## src/core/bkz_pkg.sv

```systemverilog
// bank-zero configuration constants: offsets, field positions, reset values
// assumes an 8-bit register port with 7-bit addresses and bank selection done outside
package bkz_pkg;
    // register offsets
    localparam logic [6:0] OFF_WHITEN_CRC   = 7'h07;
    localparam logic [6:0] OFF_RF_RECEIVE_BIAS      = 7'h3c;
    localparam logic [6:0] OFF_PREAMBLE     = 7'h49;
    localparam logic [6:0] OFF_LF_MIN_CNT   = 7'h50;
    localparam logic [6:0] OFF_LF_MAX_CNT   = 7'h51;
    localparam logic [6:0] OFF_LF_THRESHOLD = 7'h52;
    localparam logic [6:0] OFF_LF_TX_DIV    = 7'h53;

    // whitening and crc control field positions
    localparam int BIT_BIT_ORDER    = 4;
    localparam int BIT_CRC_SEED     = 3;
    localparam int BIT_BYTE_REVERSE = 2;

    // reset values
    localparam logic       RST_BIT_ORDER    = 1'b1;
    localparam logic       RST_CRC_SEED     = 1'b0;
    localparam logic       RST_BYTE_REVERSE = 1'b1;
    localparam logic [7:0] RST_RF_RECEIVE_BIAS      = 8'h00;
    localparam logic [7:0] RST_PREAMBLE     = 8'h55;
    localparam logic [4:0] RST_LF_MIN_CNT   = 5'h06;
    localparam logic [4:0] RST_LF_MAX_CNT   = 5'h19;
    localparam logic [6:0] RST_LF_THRESHOLD = 7'h12;
    localparam logic [7:0] RST_LF_TX_DIV    = 8'h1f;

    // crc seeds
    localparam logic [15:0] CRC_SEED_ZEROS = 16'h0000;
    localparam logic [15:0] CRC_SEED_ONES  = 16'hffff;

    // lf preamble window: carrier cycles measured
    localparam logic [1:0] LF_WINDOW_CYCLES = 2'h3;

    // lf receive states, gray along idle-listen-header-data
    typedef enum logic [1:0] {
        BKZ_LF_IDLE   = 2'b00,
        BKZ_LF_LISTEN = 2'b01,
        BKZ_LF_HEADER = 2'b11,
        BKZ_LF_DATA   = 2'b10
    } bkz_lf_state_t;
endpackage : bkz_pkg

```

## src/core/bkz_chip_timer.sv

```systemverilog
// lf transmit chip timer: one chip per (divider+1)/2 carrier cycles, one carrier cycle when the divider is zero
// assumes lf_carrier_tick is a one-cycle pulse per lf carrier clock cycle
`timescale 1ns/1ps
module bkz_chip_timer (
    // clock and reset
    input  wire logic       clk,
    input  wire logic       rst_b,
    // control
    input  wire logic       run,
    input  wire logic [7:0] divider,
    input  wire logic       lf_carrier_tick,
    // chip output
    output logic            chip_strobe,
    output logic            chip_odd
);
    logic [8:0] eff_div;
    logic [8:0] half_len;
    logic [8:0] chip_len;
    logic [8:0] cnt_reg;
    logic [8:0] cnt_next;
    logic       odd_reg;
    logic       odd_next;
    logic       strobe_reg;
    logic       strobe_next;

    // [RL12] zero acts as one
    assign eff_div = (divider == 8'h00) ? 9'h002 : {1'b0, divider} + 9'h001;
    assign half_len = {1'b0, eff_div[8:1]};
    // [RL11] odd chip gets one extra cycle
    // parity taken from the effective divider: zero acts as one, never lengthened
    assign chip_len = (chip_odd && eff_div[0]) ? half_len + 9'h001 : half_len;

    always_comb begin
        cnt_next    = cnt_reg;
        odd_next    = odd_reg;
        strobe_next = 1'b0;
        if (!run) begin
            cnt_next = 9'h000;
            odd_next = 1'b0;
        end else if (lf_carrier_tick) begin
            // [RL10] chip at twice carrier over divider plus one
            if (cnt_reg + 9'h001 >= chip_len) begin
                cnt_next    = 9'h000;
                odd_next    = !odd_reg;
                strobe_next = 1'b1;
            end else begin
                cnt_next = cnt_reg + 9'h001;
            end
        end
    end

    always_ff @(posedge clk) begin
        if (!rst_b) begin
            cnt_reg    <= 9'h000;
            odd_reg    <= 1'b0;
            strobe_reg <= 1'b0;
        end else begin
            cnt_reg    <= cnt_next;
            odd_reg    <= odd_next;
            strobe_reg <= strobe_next;
        end
    end

    assign chip_strobe = strobe_reg;
    assign chip_odd    = !odd_reg;

    // [RL10] strobe only after a carrier tick
    chk_strobe_cause : assert property (@(posedge clk) disable iff (!rst_b)
        chip_strobe |-> $past(lf_carrier_tick) && $past(run))
        else $error("chip strobe without carrier tick");
    // [RL12] zero divider gives one-cycle chips
    chk_zero_div_rate : assert property (@(posedge clk) disable iff (!rst_b)
        (run && divider == 8'h00 && lf_carrier_tick && $stable(divider) && $past(run))
        |=> chip_strobe)
        else $error("zero divider not handled as one");
endmodule : bkz_chip_timer

```

## src/core/bkz_bank_regs.sv

```systemverilog
// bank-zero configuration registers with whitening, crc seed, preamble and lf logic
// assumes a byte-wide register port already decoded for bank zero, one access per cycle
// Function
// [RL1] whitening sequence is sent lsb first when the order bit is 0, msb first when 1, reset 1.
// [RL2] crc starts at all zeros when the seed bit is 0 and all ones when 1, reset 0.
// [RL3] with the byte-reverse bit set (reset state) each whitening byte is bit-reversed.
// [RL4] unused bits of the whitening and crc control register read as zero.
// [RL5] host must write the rf_receive_bias register with the enabling value before rf reception.
// [RL6] the preamble byte is sent the programmed number of times, resetting to 0x55.
// [RL7] an lf preamble count below the minimum setting (reset 6) is invalid.
// [RL8] an lf preamble count above the maximum setting (reset 25) is invalid.
// [RL9] the manchester decoder compares symbol lengths to the 7-bit threshold, reset 18.
// [RL10] lf chips come at twice the carrier rate divided by the divider plus one, reset 31.
// [RL11] with an even divider every odd chip is one carrier cycle longer.
// [RL12] a divider of zero behaves as a divider of one.
// [RL13] lf receive leaves preamble listening for header check only on a valid preamble.
// [RL14] rc periods are counted over three carrier cycles and accepted inside min..max.
`timescale 1ns/1ps
module bkz_bank_regs (
    // clock and reset
    input  wire logic        clk,
    input  wire logic        rst_b,
    // register port
    input  wire logic [6:0]  reg_addr,
    input  wire logic        reg_wr,
    input  wire logic [7:0]  reg_wdata,
    output logic [7:0]       reg_rdata,
    // whitening and crc
    input  wire logic [8:0]  pn_state,
    output logic [7:0]       whiten_byte,
    output logic [15:0]      crc_seed,
    // rf
    output logic [7:0]       rf_receive_bias,
    // preamble transmit
    input  wire logic [7:0]  preamble_repeat_length,
    input  wire logic        preamble_start,
    input  wire logic        preamble_byte_taken,
    output logic [7:0]       preamble_byte,
    output logic             preamble_active,
    // lf receive
    input  wire logic        lf_enable,
    input  wire logic        lf_carrier_tick,
    input  wire logic        lf_rc_tick,
    input  wire logic        lf_header_ok,
    input  wire logic [6:0]  lf_symbol_len,
    output logic             lf_symbol_long,
    output logic [1:0]       lf_receive_fsm_state,
    // lf transmit
    input  wire logic        lf_tx_run,
    output logic             lf_chip_strobe,
    output logic             lf_chip_odd
);
    logic       bit_order_reg,    bit_order_next;
    logic       crc_seed_reg,     crc_seed_next;
    logic       byte_rev_reg,     byte_rev_next;
    logic [7:0] bias_reg,         bias_next;
    logic [7:0] pre_reg,          pre_next;
    logic [4:0] min_reg,          min_next;
    logic [4:0] max_reg,          max_next;
    logic [6:0] thr_reg,          thr_next;
    logic [7:0] div_reg,          div_next;
    logic [7:0] rdata_reg,        rdata_next;
    logic [7:0] wh_reg,           wh_next;
    logic [7:0] rep_reg,          rep_next;
    logic [1:0] win_reg,          win_next;
    logic [5:0] rc_cnt_reg,       rc_cnt_next;
    logic       sym_reg,          sym_next;
    bkz_pkg::bkz_lf_state_t st_reg, st_next;
    logic [7:0] pn_low;
    logic [7:0] pn_rev;
    logic [7:0] pn_sel;
    logic       count_ok;

    // register writes
    always_comb begin
        bit_order_next = bit_order_reg;
        crc_seed_next  = crc_seed_reg;
        byte_rev_next  = byte_rev_reg;
        bias_next      = bias_reg;
        pre_next       = pre_reg;
        min_next       = min_reg;
        max_next       = max_reg;
        thr_next       = thr_reg;
        div_next       = div_reg;
        if (reg_wr) begin
            unique case (reg_addr)
                bkz_pkg::OFF_WHITEN_CRC: begin
                    bit_order_next = reg_wdata[bkz_pkg::BIT_BIT_ORDER];
                    crc_seed_next  = reg_wdata[bkz_pkg::BIT_CRC_SEED];
                    byte_rev_next  = reg_wdata[bkz_pkg::BIT_BYTE_REVERSE];
                end
                // [RL5] bias stored for the host to enable rx
                bkz_pkg::OFF_RF_RECEIVE_BIAS:      bias_next = reg_wdata;
                bkz_pkg::OFF_PREAMBLE:     pre_next  = reg_wdata;
                bkz_pkg::OFF_LF_MIN_CNT:   min_next  = reg_wdata[4:0];
                bkz_pkg::OFF_LF_MAX_CNT:   max_next  = reg_wdata[4:0];
                bkz_pkg::OFF_LF_THRESHOLD: thr_next  = reg_wdata[6:0];
                bkz_pkg::OFF_LF_TX_DIV:    div_next  = reg_wdata;
                default: ;
            endcase
        end
    end

    // register reads, one cycle latency
    always_comb begin
        rdata_next = 8'h00;
        unique case (reg_addr)
            // [RL4] unused bits read zero
            bkz_pkg::OFF_WHITEN_CRC: begin
                rdata_next[bkz_pkg::BIT_BIT_ORDER]    = bit_order_reg;
                rdata_next[bkz_pkg::BIT_CRC_SEED]     = crc_seed_reg;
                rdata_next[bkz_pkg::BIT_BYTE_REVERSE] = byte_rev_reg;
            end
            bkz_pkg::OFF_RF_RECEIVE_BIAS:      rdata_next = bias_reg;
            bkz_pkg::OFF_PREAMBLE:     rdata_next = pre_reg;
            bkz_pkg::OFF_LF_MIN_CNT:   rdata_next = {3'h0, min_reg};
            bkz_pkg::OFF_LF_MAX_CNT:   rdata_next = {3'h0, max_reg};
            bkz_pkg::OFF_LF_THRESHOLD: rdata_next = {1'b0, thr_reg};
            bkz_pkg::OFF_LF_TX_DIV:    rdata_next = div_reg;
            default:                   rdata_next = 8'h00;
        endcase
    end

    // whitening byte from pn state
    assign pn_low = pn_state[7:0];
    generate
        for (genvar i = 0; i < 8; i++) begin : g_rev
            assign pn_rev[i] = pn_low[7 - i];
        end
    endgenerate
    always_comb begin
        // [RL1] bit order select
        pn_sel = bit_order_reg ? pn_rev : pn_low;
        // [RL3] byte reversal
        wh_next = byte_rev_reg ? {pn_sel[0], pn_sel[1], pn_sel[2], pn_sel[3],
                                  pn_sel[4], pn_sel[5], pn_sel[6], pn_sel[7]} : pn_sel;
    end

    // [RL6] preamble repeat counter
    always_comb begin
        rep_next = rep_reg;
        if (preamble_start) begin
            rep_next = preamble_repeat_length;
        end else if (preamble_byte_taken && rep_reg != 8'h00) begin
            rep_next = rep_reg - 8'h01;
        end
    end

    // [RL14] inclusive window check
    assign count_ok = (rc_cnt_reg >= {1'b0, min_reg}) && (rc_cnt_reg <= {1'b0, max_reg});

    // lf receive: rc count over three carrier cycles
    always_comb begin
        st_next     = st_reg;
        win_next    = win_reg;
        rc_cnt_next = rc_cnt_reg;
        sym_next    = sym_reg;
        // [RL9] threshold compare
        sym_next = lf_symbol_len > thr_reg;
        if (!lf_enable) begin
            st_next     = bkz_pkg::BKZ_LF_IDLE;
            win_next    = 2'h0;
            rc_cnt_next = 6'h00;
        end else begin
            unique case (st_reg)
                bkz_pkg::BKZ_LF_IDLE: st_next = bkz_pkg::BKZ_LF_LISTEN;
                bkz_pkg::BKZ_LF_LISTEN: begin
                    if (lf_rc_tick && rc_cnt_reg != 6'h3f) begin
                        rc_cnt_next = rc_cnt_reg + 6'h01;
                    end
                    if (lf_carrier_tick) begin
                        if (win_reg == bkz_pkg::LF_WINDOW_CYCLES - 2'h1) begin
                            win_next    = 2'h0;
                            rc_cnt_next = 6'h00;
                            // [RL7] [RL8] [RL13] only a valid count advances
                            if (count_ok) begin
                                st_next = bkz_pkg::BKZ_LF_HEADER;
                            end
                        end else begin
                            win_next = win_reg + 2'h1;
                        end
                    end
                end
                bkz_pkg::BKZ_LF_HEADER: begin
                    if (lf_header_ok) begin
                        st_next = bkz_pkg::BKZ_LF_DATA;
                    end
                end
                bkz_pkg::BKZ_LF_DATA: ;
            endcase
        end
    end

    always_ff @(posedge clk) begin
        if (!rst_b) begin
            bit_order_reg <= bkz_pkg::RST_BIT_ORDER;
            crc_seed_reg  <= bkz_pkg::RST_CRC_SEED;
            byte_rev_reg  <= bkz_pkg::RST_BYTE_REVERSE;
            bias_reg      <= bkz_pkg::RST_RF_RECEIVE_BIAS;
            pre_reg       <= bkz_pkg::RST_PREAMBLE;
            min_reg       <= bkz_pkg::RST_LF_MIN_CNT;
            max_reg       <= bkz_pkg::RST_LF_MAX_CNT;
            thr_reg       <= bkz_pkg::RST_LF_THRESHOLD;
            div_reg       <= bkz_pkg::RST_LF_TX_DIV;
            rdata_reg     <= 8'h00;
            wh_reg        <= 8'h00;
            rep_reg       <= 8'h00;
            win_reg       <= 2'h0;
            rc_cnt_reg    <= 6'h00;
            sym_reg       <= 1'b0;
            st_reg        <= bkz_pkg::BKZ_LF_IDLE;
        end else begin
            bit_order_reg <= bit_order_next;
            crc_seed_reg  <= crc_seed_next;
            byte_rev_reg  <= byte_rev_next;
            bias_reg      <= bias_next;
            pre_reg       <= pre_next;
            min_reg       <= min_next;
            max_reg       <= max_next;
            thr_reg       <= thr_next;
            div_reg       <= div_next;
            rdata_reg     <= rdata_next;
            wh_reg        <= wh_next;
            rep_reg       <= rep_next;
            win_reg       <= win_next;
            rc_cnt_reg    <= rc_cnt_next;
            sym_reg       <= sym_next;
            st_reg        <= st_next;
        end
    end

    // [RL10] lf transmit chip timing
    bkz_chip_timer u_chip_timer (
        .clk             (clk),
        .rst_b           (rst_b),
        .run             (lf_tx_run),
        .divider         (div_reg),
        .lf_carrier_tick (lf_carrier_tick),
        .chip_strobe     (lf_chip_strobe),
        .chip_odd        (lf_chip_odd)
    );

    assign reg_rdata            = rdata_reg;
    assign whiten_byte          = wh_reg;
    // [RL2] crc seed select
    assign crc_seed             = crc_seed_reg ? bkz_pkg::CRC_SEED_ONES : bkz_pkg::CRC_SEED_ZEROS;
    assign rf_receive_bias      = bias_reg;
    assign preamble_byte        = pre_reg;
    assign preamble_active      = rep_reg != 8'h00;
    assign lf_symbol_long       = sym_reg;
    assign lf_receive_fsm_state = st_reg;

    // [RL4]
    chk_ctrl_unused_zero : assert property (@(posedge clk) disable iff (!rst_b)
        $past(reg_addr) == bkz_pkg::OFF_WHITEN_CRC && $past(rst_b)
        |-> reg_rdata[7:5] == 3'h0 && reg_rdata[1:0] == 2'h0)
        else $error("unused control bits not zero");
    // [RL2]
    chk_crc_seed_ones : assert property (@(posedge clk) disable iff (!rst_b)
        reg_wr && reg_addr == bkz_pkg::OFF_WHITEN_CRC && reg_wdata[3]
        |=> crc_seed == 16'hffff)
        else $error("crc seed not all ones");
    // [RL1]
    chk_pn_msb_first : assert property (@(posedge clk) disable iff (!rst_b)
        bit_order_reg && !byte_rev_reg |=> whiten_byte[7] == $past(pn_state[0]))
        else $error("whitening bit order wrong");
    // [RL3]
    chk_pn_byte_rev : assert property (@(posedge clk) disable iff (!rst_b)
        !bit_order_reg && byte_rev_reg |=> whiten_byte[0] == $past(pn_state[7]))
        else $error("whitening byte reversal wrong");
    // [RL6]
    chk_preamble_load : assert property (@(posedge clk) disable iff (!rst_b)
        preamble_start && preamble_repeat_length != 8'h00 |=> preamble_active)
        else $error("preamble repeat not loaded");
    // [RL7]
    chk_min_reject : assert property (@(posedge clk) disable iff (!rst_b)
        st_reg == bkz_pkg::BKZ_LF_LISTEN && lf_enable && rc_cnt_reg < {1'b0, min_reg}
        |=> st_reg != bkz_pkg::BKZ_LF_HEADER)
        else $error("short preamble accepted");
    // [RL8]
    chk_max_reject : assert property (@(posedge clk) disable iff (!rst_b)
        st_reg == bkz_pkg::BKZ_LF_LISTEN && lf_enable && rc_cnt_reg > {1'b0, max_reg}
        |=> st_reg != bkz_pkg::BKZ_LF_HEADER)
        else $error("long preamble accepted");
    // [RL13]
    chk_header_entry : assert property (@(posedge clk) disable iff (!rst_b)
        st_reg == bkz_pkg::BKZ_LF_HEADER && $past(st_reg) != bkz_pkg::BKZ_LF_HEADER
        |-> $past(st_reg) == bkz_pkg::BKZ_LF_LISTEN && $past(count_ok) && $past(lf_carrier_tick))
        else $error("header state entered without valid preamble");
    // [RL9]
    chk_symbol_thresh : assert property (@(posedge clk) disable iff (!rst_b)
        lf_symbol_len > thr_reg |=> lf_symbol_long)
        else $error("threshold compare wrong");
endmodule : bkz_bank_regs

```

## config.mk

```make
export PLATFORM = sky130hd
export DESIGN_NAME = bkz_bank_regs
export DESIGN_NICKNAME = d
export VERILOG_FILES = /design/src/core/bkz_pkg.sv /design/src/core/bkz_chip_timer.sv /design/src/core/bkz_bank_regs.sv
export SDC_FILE = /design/constraint.sdc
export NUM_CORES = 1
export LEC_CHECK = 0
export BUFFER_PORTS_ARGS = -buffer_cell sky130_fd_sc_hd__buf_2
export CORE_MARGIN = 2
export CORE_UTILIZATION = 46
export CTS_CLUSTER_SIZE = 16
export DETAILED_ROUTE_END_ITERATION = 6
export PLACE_DENSITY = 0.68
export SLEW_MARGIN = 20
export SYNTH_ARGS = -nofsm -noshare
export SYNTH_HDL_FRONTEND = slang
export SYNTH_HIERARCHICAL = 1
export SYNTH_SLANG_ARGS = --single-unit
```

## constraint.sdc

```tcl
create_clock -name clk -period 7.7 [get_ports clk]
set_input_delay 0 -clock clk [delete_from_list [all_inputs] [get_ports clk]]
set_output_delay 0 -clock clk [all_outputs]
set_load 0.1 [all_outputs]
```

==> run metrics <==
status completed; post-layout util 56.4%; FF+latch count, synth 90; CP dominant cell by count ha_1; Yosys top cell area share 35.0%; Worst path top cell family by delay simple AND/OR/NAND/NOR gates; Power Total 1.05 mW; initial antenna violation count 0; pin count of the biggest net entering global routing 69; final non-filler cell total 865; Post-CTS Setup Bufs 0; RD Place Congestion 0.813; EDFF count, synth 0; fin worst setup slack 3.92 ns; clk root buf clkbuf_8; CTS tree done; synth cell count leaders nand2_1 (99), dfxtp_1 (90), nand3_1 (53); Die Y 110 um; Yosys Warn Count 6; crit path DAT 4.08 ns; Hold Vio Cnt, Final 0; FILL cells 1000; worst slack, placed 3.93 ns; Seq pwr share 46.9%; worst skew pair latency 0.38 ns; H-tree levels 3; MaxCap Viol Count 0; WL final 12.8 mm; Netlist Area Pre-Place 5150 sq um; cts repair resizes 0; top cells by area, synth dfxtp_1 (35%), ha_1 (8.7%), nand2_1 (7.2%), nand3_1 (5.1%), mux2i_1 (4.1%); CP Cell Sequence inv_1 -> ha_1 -> nor4b_1 -> nand2_1 -> nand2b_1 -> ha_1 -> and4bb_1 -> nor3b_1 -> o211ai_1 -> xor2_1 -> ha_1 -> a21oi_1 -> o21ai_2 -> a211oi_4 -> nand3_1 -> a31oi_1; Longest Clk Path Bufs 2; Post-layout nets 805; clock sinks 90; asr flop ratio synth 0%; CP max-delay cell a211oi_4; I/O Buffers 101; first-pass GRT wire length 20.8 mm; Hold-fix buffers, CTS 35; max FFs per register 9; Final Cycle Share 49.1%; Mapped Cells 615; power per cell area 170 nW/um^2; part of the power in the clock network 31.8%; Comb pwr share 21.3%; Final Setup Violations 0; sequential share of the synthesized area 35.0%; LEAKAGE 2.74 nW; Synth area leader dfxtp_1; cell count after placement 814; Worst-Margin Slew 1.06 ns; Area Growth Syn to Fin 19.2%; Worst EP required 7.99 ns; Row Count 38; Max VDD drop 0.000159 V; gr ovfl total 0; Reg clk slew, reported paths 0.09 ns; RSZ-0062 raised after global routing false; Global Route Usage Sum 21.9%; HP Class input pin to flip-flop; total CTS buffers 9; switch share 31.9%; critical path launch point type flip-flop; Core Box Area 10900 sq um; layout cell share with drive strength beyond 1 18.2%; vias in the first global route 4611; most frequent cell after synthesis nand2_1; TritonRoute pass-1 iters 5; via count 4705; Detailed Route Iter0 Violations 189; per-cell routed wire length 14.8 um; DIE AREA 12100 sq um; final antenna-violating net count 0; switching pwr 334 uW; Worst path max stage delay 0.58 ns; Antenna diodes 0; Primary FF master, synth dfxtp_1; post-route setup TNS 0 ns; crit path kind flip-flop to flip-flop; Mapped Nets 700; Die X 110 um; Layout Skew 0.0135 ns; CP max FO 17; Final Critical Period 3.78 ns; syn avg cell area 8.38 sq um; f_max 264 MHz; Starting Density 47.3%; vias per cell 5.44; DR DRC count 0; Unique masters post-synth 63; Internal 712 uW; Max Slew Vio Count 0; HPWL after DPL 9.02 mm; slew margin rel. 29.2%; Setup crit end kind flip-flop; WP buf/inv 1; IO Count 103
layout make-up:
type | count | area [sq um] | area share (%)
Tap cell | 140 | 175 | 2.85
Clock inverter | 5 | 62.6 | 1.02
Sequential cell | 90 | 1800 | 29.3
Multi-Input combinational cell | 455 | 3010 | 49.0
Clock buffer | 11 | 131 | 2.14
Timing Repair Buffer | 137 | 863 | 14.1
Inverter | 27 | 101 | 1.65
cells in the final DEF, fill, tap and decap left out, types with 11 or more instances in the layout:
cell type / n
dfxtp_1: 90
buf_2: 101
dlygate4sd3_1: 35
a21boi_0: 25
xnor2_1: 15
xor2_1: 11
nand3_1: 53
nor2_1: 27
mux2i_1: 21
nand2_1: 99
a21oi_1: 22
inv_1: 27
nor2b_1: 14
ha_1: 36
o21ai_0: 23
worst min-delay path: stages:
cell and delay (ns):
buf_2 0.09, o211ai_1 0.12, nand2_1 0.09, a21oi_1 0.06
power by group through the flow:
stage          Clock [mW]  Combinational [mW]  Sequential (mW)
5_1_grt             0.357               0.240            0.493
4_1_cts             0.342               0.222            0.491
3_3_place_gp            0               0.202            0.500
3_5_place_dp            0               0.207            0.502
6_report            0.333               0.222            0.491
2_1_floorplan           0               0.107            0.553
metrics by stage:
step / area [sq um] / hold WS, ns
4_1_cts: 6140 / 0.00852
6_report: 6140 / 0.0242
2_1_floorplan: 5150 / 0.124
3_5_place_dp: 5600 / 0.229
3_3_place_gp: 5600 / 0.221
5_1_grt: 6140 / 0.0366
routing by layer:
layer | vias up | part of all wire (%) | track usage, %
met5 | - | 0 | 0
met4 | 0 | 3.0 | 11.6
met3 | 30 | 4.0 | 3.62
met2 | 112 | 51 | 39.4
met1 | 2221 | 43 | 24.5
li1 | 2342 | - | -
path summary, 6_finish.rpt:
check,start,to,slack (ns),cells after the start
worst max-delay path,div_reg[0]$_SDFFE_PN1P_,u_chip_timer/cnt_reg[3]$_SDFFE_PN0P_,3.92,16
worst min-delay path,lf_rc_tick,rc_cnt_reg[1]$_SDFFE_PN0P_,0.02,4
worst max register to register,div_reg[0]$_SDFFE_PN1P_,u_chip_timer/cnt_reg[3]$_SDFFE_PN0P_,3.92,16
worst min register to register,u_chip_timer/cnt_reg[8]$_SDFFE_PN0P_,u_chip_timer/cnt_reg[8]$_SDFFE_PN0P_,0.48,2
kinds of logic (layout without fill, tap and decap cells):
logic type,Yosys count,in the layout,synth area share (%)
buffers and inverters,70,180,6.68
DFF,90,90,35.0
and+or+nand+nor,248,248,24.4
xor gates and xnor gates,26,26,4.42
adders and majority gates,36,36,8.74
AOI/OAI and AO/OA,122,122,16.5
other,1,1,0.0728
muxes,22,22,4.30
(Power assumes the default switching activity.)
